<file path="config.mk">
export PLATFORM = sky130hd
export DESIGN_NAME = pmcip_top
export DESIGN_NICKNAME = d
export VERILOG_FILES = /design/src/common/pmcip_pkg.sv /design/src/common/pmcip_pin_if.sv /design/src/design/pmcip_pin_sync.sv /design/src/design/pmcip_cmd_enc.sv /design/src/design/pmcip_top.sv
export SDC_FILE = /design/constraint.sdc
export NUM_CORES = 1
export LEC_CHECK = 0
export ABC_AREA = 1
export BUFFER_PORTS_ARGS = -buffer_cell sky130_fd_sc_hd__buf_2
export CORE_ASPECT_RATIO = 1.2
export CORE_MARGIN = 4
export CORE_UTILIZATION = 30
export CTS_CLUSTER_SIZE = 30
export DETAILED_ROUTE_END_ITERATION = 16
export HOLD_SLACK_MARGIN = 0.02
export MAX_ROUTING_LAYER = met4
export SLEW_MARGIN = 20
export SYNTH_ARGS = -nofsm -noshare
export SYNTH_HDL_FRONTEND = slang
export SYNTH_HIERARCHICAL = 1
export SYNTH_SLANG_ARGS = --single-unit
export TNS_END_PERCENT = 50
</file>
<file path="constraint.sdc">
create_clock -name clk -period 9.6 [get_ports clk]
set_input_delay 1.92 -clock clk [delete_from_list [all_inputs] [get_ports clk]]
set_output_delay 1.92 -clock clk [all_outputs]
set_load 0.02 [all_outputs]
</file>
<file path="src/common/pmcip_pkg.sv">
// Shared constants and types for the PCI master configuration and I/O proxy
package pmcip_pkg;
   // Register byte offsets on the plain register port
   localparam logic [7:0] ADR_CMD = 8'h00;
   localparam logic [7:0] ADR_DATA = 8'h04;
   localparam logic [7:0] ADR_ADDR = 8'h08;
   localparam logic [7:0] ADR_STAT = 8'h0C;
   localparam logic [7:0] ADR_LAT = 8'h10;
   // Command register fields
   localparam int CMD_READY_BIT = 31;
   localparam int CMD_TYPE_BIT = 8;
   localparam int CMD_BE_LSB = 4;
   localparam int CMD_RDWR_BIT = 0;
   localparam logic TYPE_CFG = 1'b0;
   localparam logic TYPE_IO = 1'b1;
   // Status register bits, write one to clear
   localparam int ST_MABORT = 0;
   localparam int ST_TABORT = 1;
   localparam int ST_RETRY = 2;
   localparam int ST_DISC = 3;
   localparam int ST_LATTMO = 4;
   localparam int ST_PERR = 5;
   localparam int ST_SERR = 6;
   localparam int ST_BEERR = 7;
   localparam int STAT_W = 8;
   // Bus command codes
   localparam logic [3:0] CODE_IO_RD = 4'h2;
   localparam logic [3:0] CODE_IO_WR = 4'h3;
   localparam logic [3:0] CODE_CFG_RD = 4'hA;
   localparam logic [3:0] CODE_CFG_WR = 4'hB;
   localparam logic [3:0] BE_N_NONE = 4'hF;
   // Reset values and link timing in link clock cycles
   localparam logic [7:0] LAT_RESET = 8'h20;
   localparam logic [7:0] DEVSEL_LIMIT = 8'h05;
   localparam logic [7:0] WAIT_MAX = 8'hFF;
   localparam logic [31:0] WORD_ZERO = 32'h0000_0000;
   // Bus sequencer states
   typedef enum logic [2:0] {
      ST_IDLE = 3'b000,
      ST_REQ = 3'b001,
      ST_ADDR = 3'b010,
      ST_DATA = 3'b011,
      ST_END = 3'b100
   } pmcip_state_type;
endpackage

</file>
<file path="src/common/pmcip_pin_if.sv">
// Synchronised link pin levels passed from the pin sampler to the core
`timescale 1ns/1ps
interface pmcip_pin_if;
   logic link_rise;
   logic gnt;
   logic bus_idle;
   logic trdy;
   logic devsel;
   logic stop;
   logic perr;
   logic serr;
   logic [31:0] ad;
   modport sync_mp (output link_rise, gnt, bus_idle, trdy, devsel, stop, perr, serr, ad);
   modport core_mp (input link_rise, gnt, bus_idle, trdy, devsel, stop, perr, serr, ad);
endinterface

</file>
<file path="src/design/pmcip_pin_sync.sv">
// Two-stage sampler for link pins and link clock edge finder
`timescale 1ns/1ps
module pmcip_pin_sync (
   input wire logic clk,
   input wire logic rst,
   input wire logic pci_clk_in,
   input wire logic bus_grant_in_n,
   input wire logic frame_line_i,
   input wire logic initiator_ready_line_i,
   input wire logic target_ready_line_n,
   input wire logic devsel_line_n,
   input wire logic stop_line_n,
   input wire logic parity_error_line_n,
   input wire logic system_error_line_n,
   input wire logic [31:0] ad_i,
   pmcip_pin_if.sync_mp pin
);
   logic [40:0] s1_r;
   logic [40:0] s2_r;
   logic clk_d_r;

   ////////////////////////////////////////////////////////////////////////////
   // First stage feeds only the second; logic reads the second and later
   always_ff @(posedge clk or posedge rst) begin
      if (rst) begin
         s1_r <= 41'h1FF_FFFF_FFFF;
         s2_r <= 41'h1FF_FFFF_FFFF;
         clk_d_r <= 1'b1;
      end else begin
         s1_r <= {pci_clk_in, bus_grant_in_n, frame_line_i, initiator_ready_line_i, target_ready_line_n,
                  devsel_line_n, stop_line_n, parity_error_line_n, system_error_line_n, ad_i};
         s2_r <= s1_r;
         clk_d_r <= s2_r[40];
      end
   end

   ////////////////////////////////////////////////////////////////////////////
   // Rising link edge seen a few fast cycles late, well inside the high half
   assign pin.link_rise = s2_r[40] & ~clk_d_r;
   assign pin.gnt = ~s2_r[39];
   assign pin.bus_idle = s2_r[38] & s2_r[37];
   assign pin.trdy = ~s2_r[36];
   assign pin.devsel = ~s2_r[35];
   assign pin.stop = ~s2_r[34];
   assign pin.perr = ~s2_r[33];
   assign pin.serr = ~s2_r[32];
   assign pin.ad = s2_r[31:0];
endmodule

</file>
<file path="src/design/pmcip_cmd_enc.sv">
// Command code selection and byte enable legality for a proxy command
`timescale 1ns/1ps
module pmcip_cmd_enc (
   input wire logic io_sel,
   input wire logic rd_sel,
   input wire logic [3:0] be,
   input wire logic [1:0] addr_lsb,
   output logic [3:0] code,
   output logic [3:0] be_n,
   output logic be_ok
);
   // I/O first data phase enables must agree with the low address bits
   function automatic logic io_be_legal(input logic [1:0] a, input logic [3:0] n);
      logic ok;
      ok = (n == pmcip_pkg::BE_N_NONE);
      unique case (a)
         2'h0: ok = ok | (n[0] == 1'b0);
         2'h1: ok = ok | (n[1:0] == 2'h1);
         2'h2: ok = ok | (n[2:0] == 3'h3);
         2'h3: ok = ok | (n == 4'h7);
      endcase
      return ok;
   endfunction

   ////////////////////////////////////////////////////////////////////////////
   // Type bit picks I/O codes; configuration may use any enable mix
   always_comb begin
      be_n = ~be;
      if (io_sel == pmcip_pkg::TYPE_IO) begin
         code = rd_sel ? pmcip_pkg::CODE_IO_RD : pmcip_pkg::CODE_IO_WR;
         be_ok = io_be_legal(addr_lsb, ~be);
      end else begin
         code = rd_sel ? pmcip_pkg::CODE_CFG_RD : pmcip_pkg::CODE_CFG_WR;
         be_ok = 1'b1;
      end
   end
endmodule

</file>
<file path="src/design/pmcip_top.sv">
// PCI master proxy engine for single data phase configuration and I/O cycles
// Operation
// - Config address bits 31:2 select device, function, dword; bits 1:0 give type.
// - Config byte enables select any bytes of the dword, lane n for byte n.
// - Bus request rises the cycle after a command write is accepted.
// - Config write address phase drives frame, address and code Bh.
// - Config read address phase drives frame, address and code Ah.
// - I/O write address phase drives frame, byte address and code 3h.
// - I/O read address phase drives frame, byte address and code 2h.
// - Next cycle irdy asserts, frame drops, write data driven: one data phase.
// - No initiator wait states; hold the data phase until target ready.
// - Watch master abort, target abort, retry, disconnect, latency, parity, system errors.
// - A finished write sets the ready bit.
// - A finished read stores returned data, then sets ready.
// - I/O uses full byte address; bits 1:0 name lowest valid byte.
// - I/O first phase byte enables must match address bits 1:0.
//
// Local design decisions: the plain strobed port and the address map.
`timescale 1ns/1ps
module pmcip_top (
   input wire logic clk,
   input wire logic rst,
   input wire logic [7:0] reg_addr,
   input wire logic [31:0] reg_wdata,
   input wire logic reg_wr,
   input wire logic reg_rd,
   output logic [31:0] reg_rdata,
   input wire logic pci_clk_in,
   input wire logic bus_grant_in_n,
   output logic bus_request_out_n,
   input wire logic frame_line_i,
   output logic frame_line_o,
   output logic frame_line_oe_n,
   input wire logic initiator_ready_line_i,
   output logic initiator_ready_line_o,
   output logic initiator_ready_line_oe_n,
   input wire logic target_ready_line_n,
   input wire logic devsel_line_n,
   input wire logic stop_line_n,
   input wire logic parity_error_line_n,
   input wire logic system_error_line_n,
   input wire logic [31:0] ad_i,
   output logic [31:0] ad_o,
   output logic ad_oe_n,
   output logic [3:0] command_byte_enable_lines_o,
   output logic command_byte_enable_lines_oe_n
);
   pmcip_pin_if pin ();
   pmcip_pkg::pmcip_state_type st_r;
   logic [31:0] data_r;
   logic [31:0] addr_r;
   logic type_r;
   logic rd_r;
   logic [3:0] code_r;
   logic [3:0] be_n_r;
   logic ready_r;
   logic [pmcip_pkg::STAT_W-1:0] stat_r;
   logic [pmcip_pkg::STAT_W-1:0] stat_set;
   logic [pmcip_pkg::STAT_W-1:0] stat_clr;
   logic [7:0] lat_r;
   logic [7:0] wait_cnt_r;
   logic req_r;
   logic [3:0] enc_code;
   logic [3:0] enc_be_n;
   logic enc_ok;
   logic cmd_wr;
   logic start;
   logic lr;
   logic term_ok;
   logic term_retry;
   logic term_abort;
   logic ma_hit;
   logic fin;

   pmcip_pin_sync u_sync (
      .clk(clk),
      .rst(rst),
      .pci_clk_in(pci_clk_in),
      .bus_grant_in_n(bus_grant_in_n),
      .frame_line_i(frame_line_i),
      .initiator_ready_line_i(initiator_ready_line_i),
      .target_ready_line_n(target_ready_line_n),
      .devsel_line_n(devsel_line_n),
      .stop_line_n(stop_line_n),
      .parity_error_line_n(parity_error_line_n),
      .system_error_line_n(system_error_line_n),
      .ad_i(ad_i),
      .pin(pin)
   );

   pmcip_cmd_enc u_enc (
      .io_sel(reg_wdata[pmcip_pkg::CMD_TYPE_BIT]),
      .rd_sel(reg_wdata[pmcip_pkg::CMD_RDWR_BIT]),
      .be(reg_wdata[pmcip_pkg::CMD_BE_LSB+:4]),
      .addr_lsb(addr_r[1:0]),
      .code(enc_code),
      .be_n(enc_be_n),
      .be_ok(enc_ok)
   );

   ////////////////////////////////////////////////////////////////////////////
   // Command decode; a command while busy or with bad enables is dropped
   assign cmd_wr = reg_wr && (reg_addr == pmcip_pkg::ADR_CMD);
   assign start = cmd_wr && ready_r && enc_ok;
   assign lr = pin.link_rise;

   // Data phase terminations, judged only at a link edge
   assign term_ok = pin.devsel && pin.trdy;
   assign term_retry = pin.devsel && pin.stop && !pin.trdy;
   assign term_abort = !pin.devsel && pin.stop;
   assign ma_hit = !pin.devsel && (wait_cnt_r >= pmcip_pkg::DEVSEL_LIMIT);
   assign fin = lr && (st_r == pmcip_pkg::ST_DATA) && (term_ok || term_retry || term_abort || ma_hit);

   // Error flags raised during a transfer, and the enable error raised on a refused command
   always_comb begin
      stat_set = '0;
      stat_set[pmcip_pkg::ST_BEERR] = cmd_wr && ready_r && !enc_ok;
      if (lr && (st_r == pmcip_pkg::ST_DATA)) begin
         stat_set[pmcip_pkg::ST_MABORT] = ma_hit && !pin.stop;
         stat_set[pmcip_pkg::ST_TABORT] = term_abort;
         stat_set[pmcip_pkg::ST_RETRY] = term_retry;
         stat_set[pmcip_pkg::ST_DISC] = term_ok && pin.stop;
         stat_set[pmcip_pkg::ST_LATTMO] = (lat_r != 8'h00) && (wait_cnt_r == lat_r);
      end
      if (lr && (st_r != pmcip_pkg::ST_IDLE)) begin
         stat_set[pmcip_pkg::ST_PERR] = pin.perr;
         stat_set[pmcip_pkg::ST_SERR] = pin.serr;
      end
      stat_clr = (reg_wr && (reg_addr == pmcip_pkg::ADR_STAT)) ? reg_wdata[pmcip_pkg::STAT_W-1:0] : '0;
   end

   ////////////////////////////////////////////////////////////////////////////
   // Proxy registers; address and data are frozen while a cycle runs
   always_ff @(posedge clk or posedge rst) begin
      if (rst) begin
         data_r <= pmcip_pkg::WORD_ZERO;
         addr_r <= pmcip_pkg::WORD_ZERO;
         type_r <= pmcip_pkg::TYPE_CFG;
         rd_r <= 1'b0;
         code_r <= pmcip_pkg::CODE_CFG_WR;
         be_n_r <= pmcip_pkg::BE_N_NONE;
         ready_r <= 1'b1;
         lat_r <= pmcip_pkg::LAT_RESET;
      end else begin
         if (reg_wr && ready_r && (reg_addr == pmcip_pkg::ADR_DATA)) begin
            data_r <= reg_wdata;
         end
         if (reg_wr && ready_r && (reg_addr == pmcip_pkg::ADR_ADDR)) begin
            addr_r <= reg_wdata;
         end
         if (reg_wr && (reg_addr == pmcip_pkg::ADR_LAT)) begin
            lat_r <= reg_wdata[7:0];
         end
         if (start) begin
            type_r <= reg_wdata[pmcip_pkg::CMD_TYPE_BIT];
            rd_r <= reg_wdata[pmcip_pkg::CMD_RDWR_BIT];
            code_r <= enc_code;
            be_n_r <= enc_be_n;
            ready_r <= 1'b0;
         end
         if (fin) begin
            ready_r <= 1'b1;
            if (rd_r && term_ok) begin
               data_r <= pin.ad;
            end
         end
      end
   end

   // Sticky error flags; a new event beats a clear in the same cycle
   always_ff @(posedge clk or posedge rst) begin
      if (rst) begin
         stat_r <= '0;
      end else begin
         stat_r <= (stat_r & ~stat_clr) | stat_set;
      end
   end

   ////////////////////////////////////////////////////////////////////////////
   // Read port: data stand only in the cycle after the strobe
   always_ff @(posedge clk or posedge rst) begin
      if (rst) begin
         reg_rdata <= pmcip_pkg::WORD_ZERO;
      end else if (reg_rd) begin
         unique case (reg_addr)
            pmcip_pkg::ADR_CMD: begin
               reg_rdata <= {ready_r, 22'h0, type_r, ~be_n_r, 3'h0, rd_r};
            end
            pmcip_pkg::ADR_DATA: reg_rdata <= data_r;
            pmcip_pkg::ADR_ADDR: reg_rdata <= addr_r;
            pmcip_pkg::ADR_STAT: reg_rdata <= {24'h0, stat_r};
            pmcip_pkg::ADR_LAT: reg_rdata <= {24'h0, lat_r};
            default: reg_rdata <= pmcip_pkg::WORD_ZERO;
         endcase
      end else begin
         reg_rdata <= pmcip_pkg::WORD_ZERO;
      end
   end

   ////////////////////////////////////////////////////////////////////////////
   // Bus sequencer; request follows the command on the fast clock,
   // every pin change after that waits for a link clock rise
   always_ff @(posedge clk or posedge rst) begin
      if (rst) begin
         st_r <= pmcip_pkg::ST_IDLE;
         req_r <= 1'b0;
         frame_line_o <= 1'b1;
         frame_line_oe_n <= 1'b1;
         initiator_ready_line_o <= 1'b1;
         initiator_ready_line_oe_n <= 1'b1;
         ad_o <= pmcip_pkg::WORD_ZERO;
         ad_oe_n <= 1'b1;
         command_byte_enable_lines_o <= pmcip_pkg::BE_N_NONE;
         command_byte_enable_lines_oe_n <= 1'b1;
         wait_cnt_r <= 8'h00;
      end else begin
         unique case (st_r)
            pmcip_pkg::ST_IDLE: begin
               if (start) begin
                  req_r <= 1'b1;
                  st_r <= pmcip_pkg::ST_REQ;
               end
            end
            pmcip_pkg::ST_REQ: begin
               // Irdy may still be driven high when a command cut the end state short
               if (lr) begin
                  initiator_ready_line_oe_n <= 1'b1;
               end
               // Wait for grant with the bus idle before taking it
               if (lr && pin.gnt && pin.bus_idle) begin
                  req_r <= 1'b0;
                  frame_line_o <= 1'b0;
                  frame_line_oe_n <= 1'b0;
                  ad_o <= addr_r;
                  ad_oe_n <= 1'b0;
                  command_byte_enable_lines_o <= code_r;
                  command_byte_enable_lines_oe_n <= 1'b0;
                  st_r <= pmcip_pkg::ST_ADDR;
               end
            end
            pmcip_pkg::ST_ADDR: begin
               if (lr) begin
                  frame_line_o <= 1'b1;
                  initiator_ready_line_o <= 1'b0;
                  initiator_ready_line_oe_n <= 1'b0;
                  command_byte_enable_lines_o <= be_n_r;
                  ad_o <= rd_r ? pmcip_pkg::WORD_ZERO : data_r;
                  ad_oe_n <= rd_r; // Turnaround for the target on reads
                  wait_cnt_r <= 8'h00;
                  st_r <= pmcip_pkg::ST_DATA;
               end
            end
            pmcip_pkg::ST_DATA: begin
               // Irdy stays low; only the target may stretch the phase
               if (fin) begin
                  initiator_ready_line_o <= 1'b1;
                  frame_line_oe_n <= 1'b1;
                  ad_oe_n <= 1'b1;
                  command_byte_enable_lines_oe_n <= 1'b1;
                  st_r <= pmcip_pkg::ST_END;
               end else if (lr && (wait_cnt_r != pmcip_pkg::WAIT_MAX)) begin
                  wait_cnt_r <= wait_cnt_r + 8'h01;
               end
            end
            pmcip_pkg::ST_END: begin
               // Irdy was driven high for one link cycle before release
               if (lr) begin
                  initiator_ready_line_oe_n <= 1'b1;
               end
               // Ready is already set here, so a command must not be lost
               if (start) begin
                  req_r <= 1'b1;
                  st_r <= pmcip_pkg::ST_REQ;
               end else if (lr) begin
                  st_r <= pmcip_pkg::ST_IDLE;
               end
            end
            default: st_r <= pmcip_pkg::ST_IDLE;
         endcase
      end
   end

   assign bus_request_out_n = ~req_r;
endmodule

</file>
==> run_results.csv, run 1 <==
group,metric,value,unit
outcome,status,"finished clean",
hold_path,min_path_type,"flip-flop to flip-flop",
power,ir_worst_vdd,0.000113,V
floorplan,dieArea,40200,sq um
worst_setup_path,cp_cell_sequence,"buf_2, nor2_1, nand2_1, inv_1, nand2_2, clkinv_2, nand2_2, nor2_1, a21oi_2",
finish,fin_nets,1405,
worst_setup_path,crit_arrival,4.39,ns
floorplan,rows,76,
finish,fin_area,12700,sq um
synth,ys_seq_area_share,59.5,%
floorplan,coreArea,36200,sq um
routing,dr.pass1.iters,5,
sta,setup_slack,5.61,ns
synth,ys_ff_latch,259,
clocking,postCtsSetupBuffers,0,
routing,wire_per_inst,16.9,microns
worst_setup_path,cp_slowest_stage_delay,0.74,ns
sta,rsz0062_at_grt,"no",
worst_setup_path,r2r-start,"st_r[2]",
placement,dp_hpwl,21.3,mm
clocking,cts_sinks,259,
clocking,cts-root-buf,"clkbuf_16",
worst_setup_path,start_kind,"primary input",
sta,setup_violations,0,
global_route,overflow,0,
sta,hold_viol,0,
floorplan,initial_utilization,30.6,%
worst_setup_path,ff2ff_setup_slack,6.48,ns
placement,routabilityCongestion,0.891,
global_route,grt_pass1_vias,8255,
worst_setup_path,rr_worst_depth,8,
floorplan,die_x,184,microns
sta,period_share,41.6,%
clocking,cts_resized,0,
routing,wl,30.7,mm
clocking,worstSkewPairLatency,0.55,ns
floorplan,ios,160,
worst_setup_path,critical_path_class,"primary input to flip-flop",
routing,drc,0,
finish,final_cell_mix,"nand2_1, buf_2, dfrtp_1, dfstp_2, nand3_1",
worst_setup_path,r2r-end,"ad_o[16]",
clocking,cts_tree,"done",
clocking,cts_buffers,27,
clocking,cts_max_level,1,
sta,fin_crit,3.99,ns
sta,drv_slew,0,
placement,io_buffer_count,159,
worst_setup_path,path_max_fanout,47,
power,totalPowerFinal,2.88,mW
clocking,clockBufferDepth,3,
worst_setup_path,critical_path.top_delay_family,"simple AND/OR/NAND/NOR gates",
worst_setup_path,crit_required,10.00,ns
placement,dp_slack,5.02,ns
placement,place_area,11900,sq um
global_route,grt_max_degree,66,
routing,ant_nets,0,
global_route,antenna_found_initial,9,
global_route,grt_pass1_wl,47.1,mm
clocking,hold_buffers,0,
hold_path,min_path_cells,0,
sta,worst_pin_slew,0.986,ns
sta,max_freq,0.251,GHz
floorplan,die_h,219,microns
global_route,grt.total_usage,15.4,%
synth,synth_edf_count,0,
worst_setup_path,cp_slowest_cell,"nand2_2",
synth,ys_types,44,
finish,nFillCells,3718,
clocking,path_clk_slew,0.07,ns
finish,syn_to_final_growth,14.7,%
routing,drt_iter0_markers,670,
synth,synthTopCellsByArea,"dfrtp_1, dfstp_2, nand2_1",
synth,ys_warn_count,6,
sta,max_slew_margin,33.9,%
finish,stdcell_count,1815,
hold_path,worstHoldStart,"u_sync/s1_r[16]",
flow_run,cap_violations,0,
sta,tns,0,ns
routing,via_per_inst,4.55,
worst_setup_path,crit_start,"reg_addr[7]",
synth,synth.avg_cell_area,9.18,sq um
synth,syn_nets,1298,
synth,synthFlopType,"dfrtp_1",
worst_setup_path,critical_path.n_buffers_inverters,3,
placement,place_inst,1756,
synth,synth_area,11100,sq um
finish,drive_gt1_share,25.6,%
synth,synth_top_area_share,35.6,%
worst_setup_path,crit_path_end_kind,"flip-flop",
synth,synth_top_area_cell,"dfrtp_1",
power,power.density,226,nW/um^2
hold_path,whs_endpoint,"u_sync/s2_r[16]",
sta,skew,0.0128,ns
synth,synthArstFlopShare,100,%
synth,netlist_instances,1210,
finish,layout_commonest_cell,"nand2_1",
power,p_leak,6.24,nW
routing,num_vias,8252,
cell usage after synthesis, types with 2 or more instances:
master	count
nand2_1	401
dfrtp_1	158
dfstp_2	101
nand3_1	84
nor2_1	80
inv_1	79
a21oi_1	76
o21ai_0	45
buf_4	39
buf_2	18
buf_6	18
o21ai_1	17
clkbuf_1	10
inv_2	8
nand4_1	8
o22ai_1	8
xor2_1	8
a31oi_1	4
nand2_4	4
a21oi_2	3
ha_1	3
inv_4	3
nand2_2	3
nor2_2	3
nor3_1	3
nor3_4	3
clkinv_1	2
conb_1	2
nor2_8	2
nor4_1	2
or2_2	2
where the power goes:
part / total (mW) / switching (mW) / internal (mW)
clock: 0.973 / 0.426 / 0.548
sequential: 1.33 / 0.0836 / 1.25
combinational: 0.578 / 0.407 / 0.171
total: 2.88 / 0.916 / 1.97
sequential cells by signal, indices dropped and copies added (netlist names), 8 cells and up:
signal and count:
addr_r 32, stat_r 8, lat_r 8, data_r 32, ad_o 32, u_sync/s2_r 41, wait_cnt_r 8, reg_rdata 32
u_sync/s1_r 41
metrics by stage:
step	utilization, %	hold WS, ns
floorplan	-	0.345
global placement	32.9	0.346
detailed placement	32.9	0.347
CTS	35.1	0.347
global route	35.2	0.348
finish	35.2	0.345
worst max-delay path by stage:
stage | to | slack [ns] | cells after the start
2_1_floorplan | ad_o[0] | 2.94 | 1
3_3_place_gp | addr_r[26] | 5.12 | 9
3_5_place_dp | addr_r[31] | 5.02 | 9
4_1_cts | addr_r[31] | 5.60 | 9
5_1_grt | addr_r[26] | 5.30 | 9
6_report | addr_r[31] | 5.61 | 9
layer usage:
metal  track usage [%]  routed length, microns  share of wire, %
met4              5.99                    1060               3.4
met2              23.6                   14200                46
met5                 -                       0                 0
met1              19.9                   13400                44
met3              3.45                    2020               6.6
kinds of logic (layout without fill, tap and decap cells):
group | after synthesis | count (layout) | share of synthesized area, %
buffers and inverters | 180 | 308 | 9.03
AND/OR/NAND/NOR | 600 | 600 | 22.9
AO/OA/AOI/OAI | 157 | 157 | 7.43
XOR/XNOR | 9 | 9 | 0.710
adder cells (fa/ha/maj) | 3 | 3 | 0.338
flip-flops | 259 | 259 | 59.5
other | 2 | 11 | 0.0676
final cells by class:
class                   count  area (sq um)  share of cell area, %
flip-flops and latches    259          6610                   51.9
multi-input cells         771          3500                   27.5
repair buffers            164           833                   6.54
clock buffers              44           769                   6.04
well taps                 468           586                   4.60
inverters                  94           382                   3.00
clock inverters             6          40.0                  0.314
diodes                      9          22.5                  0.177
(Power assumes the default switching activity.)
==> run 2: changes to the inputs <==
==> constraint.sdc (replaced) <==
create_clock -name clk -period 3.4 [get_ports clk]
set_input_delay 0.68 -clock clk [delete_from_list [all_inputs] [get_ports clk]]
set_output_delay 0.68 -clock clk [all_outputs]
set_load 0.02 [all_outputs]
==> run_results.csv, run 2 (same netlist as run 1, synthesis figures left out) <==
group,metric,value,unit
clocking,worstSkewPairLatency,0.56,ns
worst_setup_path,path_depth,8,
worst_setup_path,cp_cell_sequence,"nor2_8, nand2_2, buf_4, inv_1, nand2_1, o22ai_1, nand2_1, nand2_1",
floorplan,dieArea,40200,sq um
floorplan,initial_utilization,30.6,%
sta,tns,0,ns
global_route,grt_pass1_vias,8525,
worst_setup_path,crit_path_end_kind,"flip-flop",
clocking,cts_tree,"done",
worst_setup_path,crit_path_end,"ad_o[30]",
floorplan,ios,160,
finish,post-route-util,35.7,%
floorplan,die_x,184,microns
worst_setup_path,start_kind,"flip-flop",
worst_setup_path,r2r-end,"ad_o[30]",
finish,syn_to_final_growth,16.6,%
global_route,grt_pass1_wl,48.2,mm
sta,period_share,74.7,%
clocking,cts_sinks,259,
sta,fin_crit,2.54,ns
finish,layout_commonest_cell,"nand2_1",
clocking,hold_buffers,0,
sta,skew,0.0159,ns
clocking,postCtsSetupBuffers,0,
routing,via_per_inst,4.57,
clocking,path_clk_slew,0.06,ns
routing,ant_nets,0,
global_route,overflow,0,
global_route,antenna_found_initial,3,
sta,max_freq,0.394,GHz
finish,final_cell_mix,"nand2_1, buf_2, dfrtp_1, dfstp_2, nand3_1",
worst_setup_path,crit_start,"st_r[2]",
sta,rsz0062_at_grt,"no",
worst_setup_path,critical_path_class,"flip-flop to flip-flop",
placement,dp_hpwl,21.8,mm
sta,setup_violations,0,
worst_setup_path,path_max_fanout,29,
sta,hold_viol,0,
finish,fin_nets,1413,
floorplan,rows,76,
placement,routabilityCongestion,0.880,
worst_setup_path,rr_worst_depth,8,
worst_setup_path,cp_slowest_stage_delay,0.49,ns
worst_setup_path,crit_required,3.89,ns
worst_setup_path,critical_path.n_buffers_inverters,2,
global_route,grt_max_degree,60,
power,ir_worst_vdd,0.000391,V
floorplan,die_h,219,microns
worst_setup_path,critPathMostFrequentCell,"nand2_1",
worst_setup_path,critical_path.top_delay_family,"simple AND/OR/NAND/NOR gates",
sta,drv_slew,0,
flow_run,cap_violations,0,
routing,wire_per_inst,16.9,microns
clocking,cts-root-buf,"clkbuf_16",
clocking,clockBufferDepth,3,
routing,drt_iter0_markers,631,
outcome,status,"finished clean",
clocking,cts_resized,0,
finish,largest_registers,"u_sync/s1_r (41), u_sync/s2_r (41)",
finish,drive_gt1_share,26.8,%
hold_path,min_path_type,"primary input to flip-flop",
worst_setup_path,cp_slowest_cell,"dfrtp_1",
routing,num_vias,8303,
floorplan,coreArea,36200,sq um
routing,dr.pass1.iters,5,
sta,max_slew_margin,34.4,%
sta,worst_pin_slew,0.980,ns
global_route,grt.total_usage,15.6,%
placement,place_inst,1765,
routing,drc,0,
placement,io_buffer_count,159,
clocking,cts_buffers,26,
worst_setup_path,r2r-start,"st_r[2]",
finish,stdcell_count,1816,
worst_setup_path,ff2ff_setup_slack,0.86,ns
power,power.density,653,nW/um^2
worst_setup_path,crit_arrival,3.03,ns
power,p_leak,6.36,nW
routing,wl,30.7,mm
clocking,cts_max_level,1,
[run 2: changes by cell type in the layout (fill, tap and decap cells not counted), sizes merged, moves of 3 or more]
cell and change:
buf +9, diode -6, clkbuf -6, clkinv +3
[run 2: routing by layer]
layer / vias up / track usage, % / wire [microns]
met5: - / - / 0
met4: 0 / 4.84 / 754
li1: 4029 / - / -
met3: 42 / 3.43 / 2160
met1: 3950 / 20.2 / 13100
met2: 282 / 24.7 / 14700
[run 2: per-stage QoR]
stage	hold slack [ns]	total power, mW	setup slack, ns	instance area [sq um]
floorplan	0.345	4.84	0.482	11100
global placement	0.345	5.45	0.732	12000
detailed placement	0.347	5.48	0.673	12000
CTS	0.185	8.55	0.860	12900
global route	0.196	8.88	0.689	12900
finish	0.218	8.45	0.862	12900
[run 2: worst min path at each step]
stage | endpoint | cells past startpoint | slack, ns | from
2_1_floorplan | u_sync/s2_r[0] | 0 | 0.35 | u_sync/s1_r[0]
3_3_place_gp | u_sync/s2_r[13] | 0 | 0.35 | u_sync/s1_r[13]
3_5_place_dp | u_sync/s2_r[16] | 0 | 0.35 | u_sync/s1_r[16]
4_1_cts | u_sync/s1_r[22] | 1 | 0.18 | ad_i[22]
5_1_grt | u_sync/s1_r[23] | 1 | 0.20 | ad_i[23]
6_report | u_sync/s1_r[22] | 1 | 0.22 | ad_i[22]
[run 2: final cells by class]
class	instances	area, sq um
Antenna cell	3	7.51
Clock buffer	38	830
Clock inverter	10	93.8
Fill cell	3640	23300
Inverter	94	380
Multi-Input combinational cell	771	3500
Sequential cell	259	6610
Tap cell	468	586
Timing Repair Buffer	173	938
[run 2: power breakdown]
group	switching [mW]	leakage [nW]	internal [mW]	total, mW
clock network	1.26	0.460	1.78	3.04
registers	0.235	2.99	3.53	3.76
logic	1.16	2.91	0.495	1.65
total	2.65	6.36	5.80	8.45
[run 2: worst register-to-register path: stages (launching register included)]
cell	delay [ns]
dfrtp_1	0.49
nor2_8	0.44
nand2_2	0.11
buf_4	0.28
inv_1	0.47
nand2_1	0.34
o22ai_1	0.21
nand2_1	0.07
nand2_1	0.07
==> run 3: changes to the inputs <==
==> constraint.sdc (replaced) <==
create_clock -name clk -period 2.6 [get_ports clk]
set_input_delay 0.52 -clock clk [delete_from_list [all_inputs] [get_ports clk]]
set_output_delay 0.52 -clock clk [all_outputs]
set_load 0.02 [all_outputs]
==> run_results.csv, run 3 (same netlist as run 1, synthesis figures left out) <==
group,metric,value,unit
outcome,status,"finished clean",
clocking,clockBufferDepth,3,
clocking,cts_tree,"done",
floorplan,die_h,219,microns
finish,largest_registers,"u_sync/s1_r (41), u_sync/s2_r (41)",
sta,hold-worst-slack,0.0776,ns
worst_setup_path,cp_slowest_cell,"dfstp_2",
clocking,cts_resized,0,
worst_setup_path,r2r-end,"ad_o[12]",
worst_setup_path,ff2ff_setup_slack,0.49,ns
global_route,grt.total_usage,15.9,%
global_route,met3_usage,3.50,%
floorplan,rows,76,
worst_setup_path,crit_arrival,2.52,ns
placement,io_buffer_count,159,
routing,drc,0,
clocking,hold_buffers,0,
finish,final_cell_mix,"nand2_1, buf_2, dfrtp_1, dfstp_2, nand3_1",
sta,rsz0062_at_grt,"no",
worst_setup_path,r2r-start,"u_sync/s2_r[40]",
worst_setup_path,critical_path_class,"flip-flop to flip-flop",
placement,dp_slack,0.363,ns
finish,syn_to_final_growth,18.9,%
finish,fin_nets,1423,
power,totalPowerFinal,11.6,mW
sta,setup_violations,0,
routing,num_vias,8372,
worst_setup_path,crit_required,3.01,ns
global_route,top_usage_layer,"met2",
global_route,overflow,0,
power,ir_worst_vdd,0.000449,V
floorplan,die_x,184,microns
placement,place_area,12100,sq um
worst_setup_path,cp_cell_sequence,"inv_1, nor2_2, nand3_1, nor2_1, inv_2, nand2_4, inv_4, a21oi_1, a21oi_1",
finish,fin_area,13200,sq um
worst_setup_path,crit_path_end,"ad_o[12]",
floorplan,dieArea,40200,sq um
global_route,grt_max_degree,60,
placement,dp_hpwl,22.8,mm
floorplan,coreArea,36200,sq um
floorplan,ios,160,
routing,wire_per_inst,17.2,microns
routing,drt_iter0_markers,645,
sta,tns,0,ns
clocking,cts_max_level,1,
global_route,antenna_found_initial,9,
sta,worst_pin_slew,0.669,ns
sta,skew,0.0177,ns
clocking,postCtsSetupBuffers,0,
routing,ant_nets,0,
clocking,path_clk_slew,0.06,ns
placement,place_inst,1774,
hold_path,min_path_type,"primary input to flip-flop",
sta,max_freq,0.474,GHz
global_route,grt_pass1_wl,48.8,mm
clocking,worstSkewPairLatency,0.55,ns
sta,max_slew_margin,55.3,%
power,power.density,879,nW/um^2
global_route,gr-usage-met2,24.6,%
clocking,cts_buffers,27,
placement,routabilityCongestion,0.943,
worst_setup_path,crit_path_end_kind,"flip-flop",
sta,hold_viol,0,
sta,fin_crit,2.11,ns
routing,wl,31.5,mm
worst_setup_path,critPathMostFrequentCell,"a21oi_1",
global_route,grtUsageMet1,20.7,%
routing,via_per_inst,4.57,
power,p_leak,6.49,nW
routing,dr.pass1.iters,5,
hold_path,worstHoldStart,"ad_i[0]",
finish,layout_commonest_cell,"nand2_1",
finish,stdcell_count,1832,
worst_setup_path,cp_slowest_stage_delay,0.52,ns
flow_run,cap_violations,0,
worst_setup_path,start_kind,"flip-flop",
finish,drive_gt1_share,27.5,%
clocking,cts_sinks,259,
sta,period_share,81.1,%
global_route,grt_pass1_vias,8364,
floorplan,initial_utilization,30.6,%
hold_path,min_path_cells,1,
worst_setup_path,path_max_fanout,33,
sta,drv_slew,0,
worst_setup_path,crit_start,"u_sync/s2_r[40]",
worst_setup_path,rr_worst_depth,9,
finish,post-route-util,36.4,%
clocking,cts-root-buf,"clkbuf_16",
sta,setup_slack,0.491,ns
-- run 3: worst max-delay path, delay by kind of cell, from the launching register on --
kind | cells | cell delay [ns]
flops | 1 | 0.52
buf+inv | 3 | 0.31
simple gates | 4 | 0.84
compound gates | 2 | 0.29
-- run 3: how the worst min path moves through the flow --
stage	to	slack [ns]
2_1_floorplan	u_sync/s2_r[0]	0.35
3_3_place_gp	u_sync/s2_r[21]	0.35
3_5_place_dp	u_sync/s2_r[36]	0.35
4_1_cts	u_sync/s1_r[25]	0.06
5_1_grt	u_sync/s1_r[4]	0.06
6_report	u_sync/s1_r[0]	0.08
-- run 3: layer usage --
layer,part of all wire [%],vias up
met5,0,-
met4,3.1,0
met3,7.3,51
met2,47,302
met1,43,3946
li1,-,4073
-- run 3: cell type report --
class / instances / area, sq um
Clock inverter: 10 / 156
Clock buffer: 39 / 908
Timing Repair Buffer: 182 / 1040
Multi-Input combinational cell: 771 / 3500
Tap cell: 468 / 586
Antenna cell: 9 / 22.5
Inverter: 94 / 380
Fill cell: 3672 / 23000
Sequential cell: 259 / 6610
-- run 3: where the power goes --
part | internal, mW | total, mW | switching [mW] | leakage (nW)
logic | 0.669 | 2.18 | 1.51 | 2.97
registers | 4.61 | 4.94 | 0.325 | 2.99
clock network | 2.83 | 4.48 | 1.65 | 0.531
total | 8.11 | 11.6 | 3.49 | 6.49
